File: src/core/hesb_consts.svh
`ifndef HESB_CONSTS_SVH
`define HESB_CONSTS_SVH

// ----------------------------------------------------------------
// register offsets and reset values
// ----------------------------------------------------------------
`define HESB_ADDR_VOLT 8'h4A
`define HESB_ADDR_DIODE 8'h4B
`define HESB_ADDR_THR 8'h4C
`define HESB_RESET_VAL 8'h00

// ----------------------------------------------------------------
// field positions
// ----------------------------------------------------------------
`define HESB_VOLT16_BIT 7
`define HESB_THR_LIMIT_BIT 7
`define HESB_THR_FULL_BIT 6
`define HESB_THR_ANY_BIT 0

// ----------------------------------------------------------------
// deep sleep masks (1 = masked in S3 and S4/5)
// ----------------------------------------------------------------
`define HESB_VOLT_FIXED_MASK 8'h47
`define HESB_VOLT_OPT_MASK 8'h38
`define HESB_DIODE_FIXED_MASK 8'h3C
`define HESB_THR_FIXED_MASK 8'hFF

// ----------------------------------------------------------------
// throttle measurement timing and band edges (256 samples)
// ----------------------------------------------------------------
`define HESB_CLK_PERIOD_NS 5
`define HESB_SAMPLE_NS 1000
`define HESB_SAMPLE_CYC (`HESB_SAMPLE_NS / `HESB_CLK_PERIOD_NS)
`define HESB_SAMPLES_LAST 8'hFF
`define HESB_EDGE_12P5 9'h020
`define HESB_EDGE_25 9'h040
`define HESB_EDGE_50 9'h080
`define HESB_EDGE_75 9'h0C0
`define HESB_EDGE_FULL 9'h100

`endif

File: src/core/hesb_pkg.sv
package hesb_pkg;

    typedef enum logic [1:0] {
        HESB_S0,
        HESB_S1,
        HESB_S3,
        HESB_S45
    } hesb_sleep_type;

    typedef logic [7:0] hesb_byte_type;

endpackage

File: src/core/hesb_meter_if.sv
`timescale 1ns/1ps

interface hesb_meter_if;
    logic done;
    logic [8:0] hot_count;

    modport meter (output done, output hot_count);
    modport user (input done, input hot_count);
endinterface

File: src/core/hesb_throttle_meter.sv
`timescale 1ns/1ps
`include "hesb_consts.svh"

module hesb_throttle_meter #(
    parameter int SAMPLE_CYC = `HESB_SAMPLE_CYC
) (
    input wire logic clk,
    input wire logic rst_b,
    input wire logic cpu1_hot_input_b,
    hesb_meter_if.meter res
);

    // divider is 16 bits wide and needs at least two states
    if (SAMPLE_CYC < 2 || SAMPLE_CYC > 65536)
    begin : g_bad_sample_cyc
        $error("SAMPLE_CYC must lie in 2..65536");
    end

    logic [15:0] div_q, div_d;
    logic [7:0] smp_q, smp_d;
    logic [8:0] acc_q, acc_d;
    logic [8:0] cnt_q, cnt_d;
    logic done_q, done_d;
    logic tick;

    // ----------------------------------------------------------------
    // sample divider and hot-time accumulator
    // ----------------------------------------------------------------
    always_comb
    begin
        tick = (div_q == 16'(SAMPLE_CYC - 1));
        div_d = tick ? 16'h0000 : div_q + 16'h0001;
        smp_d = smp_q;
        acc_d = acc_q;
        cnt_d = cnt_q;
        done_d = 1'b0;
        if (tick)
        begin
            // fraction of a fixed interval with the hot input low
            if (smp_q == `HESB_SAMPLES_LAST)
            begin
                cnt_d = acc_q + {8'h00, ~cpu1_hot_input_b};
                acc_d = 9'h000;
                smp_d = 8'h00;
                done_d = 1'b1;
            end
            else
            begin
                acc_d = acc_q + {8'h00, ~cpu1_hot_input_b};
                smp_d = smp_q + 8'h01;
            end
        end
    end

    always_ff @(posedge clk or negedge rst_b)
    begin
        if (!rst_b)
        begin
            div_q <= 16'h0000;
            smp_q <= 8'h00;
            acc_q <= 9'h000;
            cnt_q <= 9'h000;
            done_q <= 1'b0;
        end
        else
        begin
            div_q <= div_d;
            smp_q <= smp_d;
            acc_q <= acc_d;
            cnt_q <= cnt_d;
            done_q <= done_d;
        end
    end

    assign res.done = done_q;
    assign res.hot_count = cnt_q;

endmodule // hesb_throttle_meter

File: src/core/hesb_top.sv
// Operation
// - volt 9-16 out of window latch bits 0-7
// - volts 9,10,11,15 masked deep sleep; 12-14 optional
// - volt 16 flag never sleep masked
// - diode faults latch bits 0,1,6,7, mask optional
// - fuse inputs latch bits 2,3 in legacy mode
// - core voltage mismatch latches bits 4,5
// - any throttling above zero sets bit 0
// - bits 1-5 latch by throttle percentage band
// - full throttling sets bit 6
// - throttle over user limit sets bit 7
// - only limit flag feeds summary from throttle
// - write one clears, zero keeps
// - flags sticky; clear fails while condition persists
// - summary set while any counted flag set
// - sleep state and masks from input ports
`timescale 1ns/1ps
`include "hesb_consts.svh"

module hesb_top #(
    parameter int SAMPLE_CYC = `HESB_SAMPLE_CYC
) (
    input wire logic clk,
    input wire logic rst_b,
    input wire logic [7:0] reg_addr,
    input wire logic reg_wr_en,
    input wire logic [7:0] reg_wdata,
    input wire logic reg_rd_en,
    output logic [7:0] reg_rdata,
    input wire logic [1:0] sleep_state,
    input wire logic [2:0] volt_sleep_mask,
    input wire logic [3:0] diode_sleep_mask,
    input wire logic [7:0] volt_out_of_window,
    input wire logic [3:0] diode_fault,
    input wire logic fuse_input_eight,
    input wire logic fuse_input_nine,
    input wire logic legacy_vid_mode,
    input wire logic cpu1_vcore_mismatch,
    input wire logic cpu2_vcore_mismatch,
    input wire logic cpu1_hot_input_b,
    input wire logic [7:0] throttle_limit,
    output logic host_err_summary
);

    // ----------------------------------------------------------------
    // parameter check
    // ----------------------------------------------------------------
    if (SAMPLE_CYC < 2 || SAMPLE_CYC > 65536)
    begin : g_bad_sample_cyc
        $error("SAMPLE_CYC must lie in 2..65536");
    end

    // ----------------------------------------------------------------
    // helpers
    // ----------------------------------------------------------------
    function automatic logic [7:0] hesb_w1c(
        input logic [7:0] q,
        input logic [7:0] evt,
        input logic hit,
        input logic [7:0] wdata
    );
        logic [7:0] clr;
        clr = hit ? wdata : 8'h00;
        hesb_w1c = (q & ~clr) | evt;
    endfunction

    function automatic logic hesb_hit(
        input logic [7:0] addr,
        input logic [7:0] offs
    );
        hesb_hit = (addr == offs);
    endfunction

    // ----------------------------------------------------------------
    // throttle meter
    // ----------------------------------------------------------------
    hesb_meter_if meter_bus ();

    hesb_throttle_meter #(
        .SAMPLE_CYC(SAMPLE_CYC)
    ) u_meter (
        .clk(clk),
        .rst_b(rst_b),
        .cpu1_hot_input_b(cpu1_hot_input_b),
        .res(meter_bus.meter)
    );

    // ----------------------------------------------------------------
    // throttle condition, held until the next measurement
    // ----------------------------------------------------------------
    logic [7:0] thr_cond_q, thr_cond_d;
    logic [8:0] hc;

    always_comb
    begin
        hc = meter_bus.hot_count;
        thr_cond_d = thr_cond_q;
        if (meter_bus.done)
        begin
            thr_cond_d[`HESB_THR_ANY_BIT] = (hc != 9'h000);
            thr_cond_d[1] = (hc < `HESB_EDGE_12P5);
            thr_cond_d[2] = (hc >= `HESB_EDGE_12P5) && (hc < `HESB_EDGE_25);
            thr_cond_d[3] = (hc >= `HESB_EDGE_25) && (hc < `HESB_EDGE_50);
            thr_cond_d[4] = (hc >= `HESB_EDGE_50) && (hc < `HESB_EDGE_75);
            thr_cond_d[5] = (hc >= `HESB_EDGE_75) && (hc < `HESB_EDGE_FULL);
            thr_cond_d[`HESB_THR_FULL_BIT] = (hc == `HESB_EDGE_FULL);
            thr_cond_d[`HESB_THR_LIMIT_BIT] =
                (hc > {1'b0, throttle_limit});
        end
    end

    always_ff @(posedge clk or negedge rst_b)
    begin
        if (!rst_b)
            thr_cond_q <= `HESB_RESET_VAL;
        else
            thr_cond_q <= thr_cond_d;
    end

    // ----------------------------------------------------------------
    // event qualification by sleep state
    // ----------------------------------------------------------------
    hesb_pkg::hesb_sleep_type slp;
    logic deep;
    logic [7:0] volt_mask, diode_mask;
    logic [7:0] evt [3];
    logic [7:0] offs [3];

    always_comb
    begin
        slp = hesb_pkg::hesb_sleep_type'(sleep_state);
        deep = (slp == hesb_pkg::HESB_S3) || (slp == hesb_pkg::HESB_S45);
        volt_mask = `HESB_VOLT_FIXED_MASK |
            (`HESB_VOLT_OPT_MASK & {2'b00, volt_sleep_mask, 3'b000});
        volt_mask[`HESB_VOLT16_BIT] = 1'b0;
        diode_mask = `HESB_DIODE_FIXED_MASK | {diode_sleep_mask[3:2], 4'h0,
            diode_sleep_mask[1:0]};
        evt[0] = volt_out_of_window & ~(deep ? volt_mask : 8'h00);
        evt[1] = {diode_fault[3:2],
                  cpu2_vcore_mismatch, cpu1_vcore_mismatch,
                  fuse_input_nine & legacy_vid_mode,
                  fuse_input_eight & legacy_vid_mode,
                  diode_fault[1:0]} & ~(deep ? diode_mask : 8'h00);
        evt[2] = thr_cond_q & ~(deep ? `HESB_THR_FIXED_MASK : 8'h00);
        offs[0] = `HESB_ADDR_VOLT;
        offs[1] = `HESB_ADDR_DIODE;
        offs[2] = `HESB_ADDR_THR;
    end

    // ----------------------------------------------------------------
    // status registers, one per mapped offset
    // ----------------------------------------------------------------
    wire logic [7:0] stat_val [3];

    for (genvar g = 0; g < 3; g++)
    begin : g_stat
        logic [7:0] stat_q, stat_d;

        always_comb
        begin
            // set wins over a clear in the same cycle
            stat_d = hesb_w1c(stat_q, evt[g],
                reg_wr_en && hesb_hit(reg_addr, offs[g]), reg_wdata);
        end

        always_ff @(posedge clk or negedge rst_b)
        begin
            if (!rst_b)
                stat_q <= `HESB_RESET_VAL;
            else
                stat_q <= stat_d;
        end

        assign stat_val[g] = stat_q;
    end

    // ----------------------------------------------------------------
    // read data and summary
    // ----------------------------------------------------------------
    logic [7:0] rdata_q, rdata_d;
    logic summ_q, summ_d;

    always_comb
    begin
        rdata_d = rdata_q;
        if (reg_rd_en)
        begin
            rdata_d = 8'h00;
            for (int i = 0; i < 3; i++)
            begin
                if (hesb_hit(reg_addr, offs[i]))
                    rdata_d = stat_val[i];
            end
        end
        summ_d = (|stat_val[0]) || (|stat_val[1]) ||
            stat_val[2][`HESB_THR_LIMIT_BIT];
    end

    always_ff @(posedge clk or negedge rst_b)
    begin
        if (!rst_b)
        begin
            rdata_q <= 8'h00;
            summ_q <= 1'b0;
        end
        else
        begin
            rdata_q <= rdata_d;
            summ_q <= summ_d;
        end
    end

    assign reg_rdata = rdata_q;
    assign host_err_summary = summ_q;

endmodule // hesb_top

File: config.mk
export PLATFORM = sky130hd
export DESIGN_NAME = hesb_top
export DESIGN_NICKNAME = d
export VERILOG_FILES = /design/src/core/hesb_pkg.sv /design/src/core/hesb_meter_if.sv /design/src/core/hesb_throttle_meter.sv /design/src/core/hesb_top.sv
export VERILOG_INCLUDE_DIRS = /design/src /design/src/core
export SDC_FILE = /design/constraint.sdc
export NUM_CORES = 1
export LEC_CHECK = 0
export ABC_AREA = 1
export BUFFER_PORTS_ARGS = -buffer_cell sky130_fd_sc_hd__clkbuf_2
export CORE_ASPECT_RATIO = 1.2
export CORE_MARGIN = 8
export CORE_UTILIZATION = 45
export CTS_BUF_LIST = sky130_fd_sc_hd__clkbuf_4
export CTS_CLUSTER_DIAMETER = 100
export CTS_CLUSTER_SIZE = 12
export DETAILED_ROUTE_END_ITERATION = 10
export GPL_TIMING_DRIVEN = 0
export PLACE_DENSITY_LB_ADDON = 0.2
export SYNTH_ARGS = -nofsm -noshare
export SYNTH_HDL_FRONTEND = slang
export SYNTH_HIERARCHICAL = 1
export SYNTH_SLANG_ARGS = --single-unit
File: constraint.sdc
create_clock -name clk -period 2.2 [get_ports clk]
set_input_delay 0.44 -clock clk [delete_from_list [all_inputs] [get_ports clk]]
set_output_delay 0.44 -clock clk [all_outputs]
set_load 0.005 [all_outputs]
# After elaboration in Yosys (flattened, before gate mapping)
# Cells that the tools add are included.
# word_totals
output_inout_bits,9
word_cells,78
reg_bits,84
# classes
n_addsub,3
n_bitwise,18
muxes,14
n_reduce_logical,14
n_eq_ne,8
n_lt_le_gt_ge,10
# op_table
op,count
$mux W8,9
$and A8 B8 Y8,6
$not A8 Y8,5
$eq A8 B7 Y1 const B,3
$or A8 B8 Y8,3
$ge A9 B8 Y1 const B,2
$lt A9 B8 Y1 const B,2
$add A16 B1 Y16 const B,1
$eq A16 B8 Y1 const B,1
$mux W16,1
$reduce_or A8 Y1,2
$add A9 B1 Y9,1
$eq A9 B9 Y1 const B,1
$ge A9 B6 Y1 const B,1
$ge A9 B7 Y1 const B,1
$gt A9 B8 Y1,1
$lt A9 B6 Y1 const B,1
$lt A9 B7 Y1 const B,1
$lt A9 B9 Y1 const B,1
$mux W9,1
$reduce_bool A9 Y1,1
$add A8 B1 Y8 const B,1
$eq A8 B8 Y1 const B,1
$not A7 Y8,1
other kinds (8),19

# Logic depth before layout (Yosys ltp)
# depth
word_depth,6
ltp_mapped,10
mapped_depth_nobuf,10

# Hierarchy
# The synthesis kept the hierarchy.
# modules_own_cells
module,instances,cells_per_inst,seq_area_each_um2,area_each_um2
hesb_top,1,337,1026.0,2406.1
hesb_throttle_meter,1,297,1076.0,2284.7

# Worst setup path before layout
# Ideal clock, no wire load.
# synth_timing
path_kind,in2reg
from,in cpu1_hot_input_b
to,reg u_meter.acc_q[8]
cell_stages,10
slack_ns,0.736
path_buffers,0
arrival_ns,1.347
setup_time_ns,0.117
path_cell_list,inv_1 > ha_1 > ha_1 > nand3_1 > nor2_1 > nand2_1 > nand2_1 > nand2_1 > nand2_1 > nand2_1
# synth_between
elab_chain_cells,3
# synth_rtl
item,line,text
start: declaration,hesb_top.sv:40,"input wire logic cpu1_hot_input_b,"
$not A1 Y1,hesb_throttle_meter.sv:49,"acc_d = acc_q + {8'h00, ~cpu1_hot_input_b};"
$add A9 B1 Y9,hesb_throttle_meter.sv:49,
$mux W9,hesb_throttle_meter.sv:40,if (smp_q == `HESB_SAMPLES_LAST)
end signal: assignment,hesb_throttle_meter.sv:61,acc_q <= 9'h000;
end signal: assignment,hesb_throttle_meter.sv:69,acc_q <= acc_d;
end: declaration,hesb_throttle_meter.sv:21,"logic [8:0] acc_q, acc_d;"
# No other way between the ends.
# A chain may end at the register's enable or synchronous reset.

# Final worst setup path
# layout_timing
from,reg u_meter.div_q[0]
to,reg u_meter.acc_q[7]
# layout_between
elab_chain_cells,1
# layout_rtl
item,line,text
start: declaration,hesb_throttle_meter.sv:19,"logic [15:0] div_q, div_d;"
start signal: assignment,hesb_throttle_meter.sv:67,div_q <= div_d;
$eq A16 B8 Y1,hesb_throttle_meter.sv:31,tick = (div_q == 16'(SAMPLE_CYC - 1));
# No other way between the ends.

==> flow_summary_export.csv <==
group,metric,value,unit
run_status,status,"complete, no violations",
route,drtIter0Drc,138,
cts,cts_tree,"yes",
layout,layout_commonest_cell,"sky130_fd_sc_hd__nand2_1",
place,placedCellCount,824,
cts,clockBufferDepth,2,
floorplan,fp.dieW,109.2,um
route,ant_nets,0,
floorplan,design.portCount,64,
floorplan,core,0.01036,mm2
layout,drive_gt1_share,15.73,%
grt,number_of_global_route_vias_before_repair,3869,
route,firstDrtPassIters,4,
sta,min_period_over_period,69.99,%
route,drt-total-wl,10650,um
worst_setup_path,r2r.worst_path.cells,9,
place,dp_slack,0.4667,ns
sta,final_max_slew_viol_count,0,
pwr,ir_worst_vdd,262.1,uV
run,max_cap_viol_count,0,
yosys,seq_area_frac_synth,44.81,%
layout,ff_latch_area,0.002102,mm2
cts,clk_pin_slew,0.14,ns
cts,clock_sink_count,84,
pwr,pwr_density_cell,531.5,mW/mm2
worst_setup_path,critical_path_required,2.57,ns
cts,cts_buffers,9,
worst_setup_path,critical_path.endpoint_type,"register",
place,place.detailed.hpwl,8381,um
floorplan,placement_rows,41,
worst_setup_path,max_fo_critical_path,9,
layout,net_count_of_the_finished_layout,774,
yosys,ys.warnings.count,6,
yosys,avgSynthCellArea,7.399,um2
layout,most-common-layout-cells,"sky130_fd_sc_hd__nand2_1, sky130_fd_sc_hd__dfrtp_1, sky130_fd_sc_hd__inv_1",
yosys,synth_edf_count,0,
yosys,mappedNetlistNets,701,
yosys,synth.cell_area,0.004691,mm2
floorplan,floorplan_die_area,0.01396,mm2
grt,grt_resource_usage_total,16.43,%
cts,cts.htree.levels,3,
sta,min_period,1.540,ns
grt,initial_antenna_violation_count,0,
yosys,synth_largest_type_area_fraction,44.81,%
sta,worst_pin_slew,0.4308,ns
cts,clock_latency,0.43,ns
layout,signed_area_change_from_the_synthesized_netlist_to_the_final_layout,14.59,%
sta,fmax,649.4,MHz
yosys,synth-async-reset-ratio,100.0,%
sta,rsz0062_at_grt,"no",
grt,first_pass_grt_wire_length,18250,um
sta,setup_viol,0,
cts,cts-root-buf,"sky130_fd_sc_hd__clkbuf_4",
yosys,ys.flop_type,"sky130_fd_sc_hd__dfrtp_1",
place,globalplace.congestion,0.9146,
min_path,worst_hold_path.num_cells,3,
cts,postCtsResizedCells,0,
route,post-route-drc-count,0,
grt,grt_start_max_net_pins,60,
layout,multiInputGateArea,0.002235,mm2
yosys,ys_ff_latch,84,
sta,layout_setup_ws,0.6601,ns
layout,final_cell_count_no_fill,841,
grt,grt.overflow.total,0,
route,drt-wirelength-per-cell,12.66,um
yosys,synth.area.top_cells,"sky130_fd_sc_hd__dfrtp_1, sky130_fd_sc_hd__nand2_1, sky130_fd_sc_hd__inv_1, sky130_fd_sc_hd__nand3_1, sky130_fd_sc_hd__nor2_1",
worst_setup_path,critical_path_class,"reg2reg",
sta,skew,0.01210,ns
worst_setup_path,cp-start-kind,"register",
yosys,synth_top_area_cell,"sky130_fd_sc_hd__dfrtp_1",
place,total_of_buffers_placed_on_input_and_output_ports,60,
pwr,static-leakage-power,2.896,nW
floorplan,floorplan.initialDensity,45.27,%
sta,finalHoldViolations,0,
layout,n_fill_cell,1042,
yosys,synthCells,634,
route,routed-via-count,4097,
route,detail_route.vias_per_cell,4.872,
worst_setup_path,cp.arrival,1.91,ns
floorplan,fp.dieH,127.8,um
layout,antennaDiodeCount,0,
yosys,yosys.cell_types.count,30,
min_path,hold_path.class,"in2reg",
sta,slew-limit-headroom,71.06,%
==> what timing repair did <==
item,4_1_cts,5_1_grt
endpoints found under the setup margin,0,0
buffers inserted,0,0
hold endpoints to repair,25,0
hold buffers,1,0
==> final cells by class <==
type	instances	share of cell area [%]
tap	129	3.003
clock inverter	7	2.142
buffer	7	0.9777
timing repair buffer	62	6.331
sequential	84	39.11
clock buffer	9	1.257
inverter	79	5.610
multi-input combinational	464	41.57
==> metal layers <==
layer	wire, um	track usage, %	vias up
li1	-	-	2108
met1	4518	19.26	1892
met2	5274	27.89	78
met3	522	3.068	19
met4	334	8.121	0
met5	0	0	-
==> sequential cells by signal (all words and copies together) (netlist names) <==
register	cells
u_meter/res.hot_count	9
host_err_summary	1
u_meter/acc_q	9
reg_rdata	8
u_meter/div_q	16
u_meter/res.done	1
g_stat.stat_q	24
u_meter/smp_q	8
thr_cond_q	8
==> through the flow <==
| step | util (%) | hold WS (ns) | total power (W) | cell area, um2 | setup TNS, ns |
|---|---|---|---|---|---|
| 2_1_floorplan | - | 0.1444 | 0.001662 | 4691 | 0 |
| 3_3_place_gp | 49.72 | 0.4448 | 0.001766 | 5152 | -20.58 |
| 3_5_place_dp | 50.01 | 0.4288 | 0.001776 | 5182 | 0 |
| 4_1_cts | 51.87 | 0.1604 | 0.002896 | 5375 | 0 |
| 5_1_grt | 51.87 | 0.1663 | 0.002990 | 5375 | 0 |
| 6_report | 51.87 | 0.1833 | 0.002857 | 5375 | 0 |
==> worst max-delay path: stages (launching register included) <==
cell and delay [ns]:
sky130_fd_sc_hd__dfrtp_1 0.40, sky130_fd_sc_hd__ha_1 0.19, sky130_fd_sc_hd__nand2_1 0.09, sky130_fd_sc_hd__inv_2 0.10
sky130_fd_sc_hd__nand2_1 0.07, sky130_fd_sc_hd__nor2_1 0.15, sky130_fd_sc_hd__nand2_2 0.12, sky130_fd_sc_hd__nor2_4 0.22
sky130_fd_sc_hd__nand2_1 0.08, sky130_fd_sc_hd__nand2_1 0.07
==> worst paths after layout <==
path,start,end,slack [ns]
max,u_meter/div_q[0]$_DFF_PN0_,u_meter/acc_q[7]$_DFFE_PN0N_,0.66
min,volt_out_of_window[7],g_stat[0].stat_q[7]$_DFF_PN0_,0.18
max reg2reg,u_meter/div_q[0]$_DFF_PN0_,u_meter/acc_q[7]$_DFFE_PN0N_,0.66
min reg2reg,u_meter/div_q[0]$_DFF_PN0_,u_meter/div_q[0]$_DFF_PN0_,0.48
max in group asynchronous,rst_b,u_meter/res.hot_count[2]$_DFFE_PN0P_,1.10
min in group asynchronous,rst_b,g_stat[0].stat_q[7]$_DFF_PN0_,0.48
==> logic make-up after synthesis <==
kind of cell,synth area share [%]
compound gates,2.241
xor+xnor,2.614
fa+ha+maj,3.201
buf+inv,7.548
flops,44.81
simple gates,39.58
==> synth_stat cells, drive strengths merged, types with 2 or more instances <==
| cell | n |
|---|---|
| ha | 12 |
| nor2 | 61 |
| nand4 | 6 |
| nor3 | 8 |
| buf | 6 |
| nand3b | 3 |
| o31ai | 3 |
| nor4 | 2 |
| nand2 | 283 |
| o21ai | 9 |
| xor2 | 10 |
| xnor2 | 4 |
| dfrtp | 84 |
| a21oi | 6 |
| inv | 78 |
| nand3 | 55 |
==> power by group <==
group	internal [W]	switching (W)
Clock	0.000571	0.000542
Sequential	0.00155	0.00000190
Combinational	0.0000727	0.000122
Power figures use the tool's default switching activity.
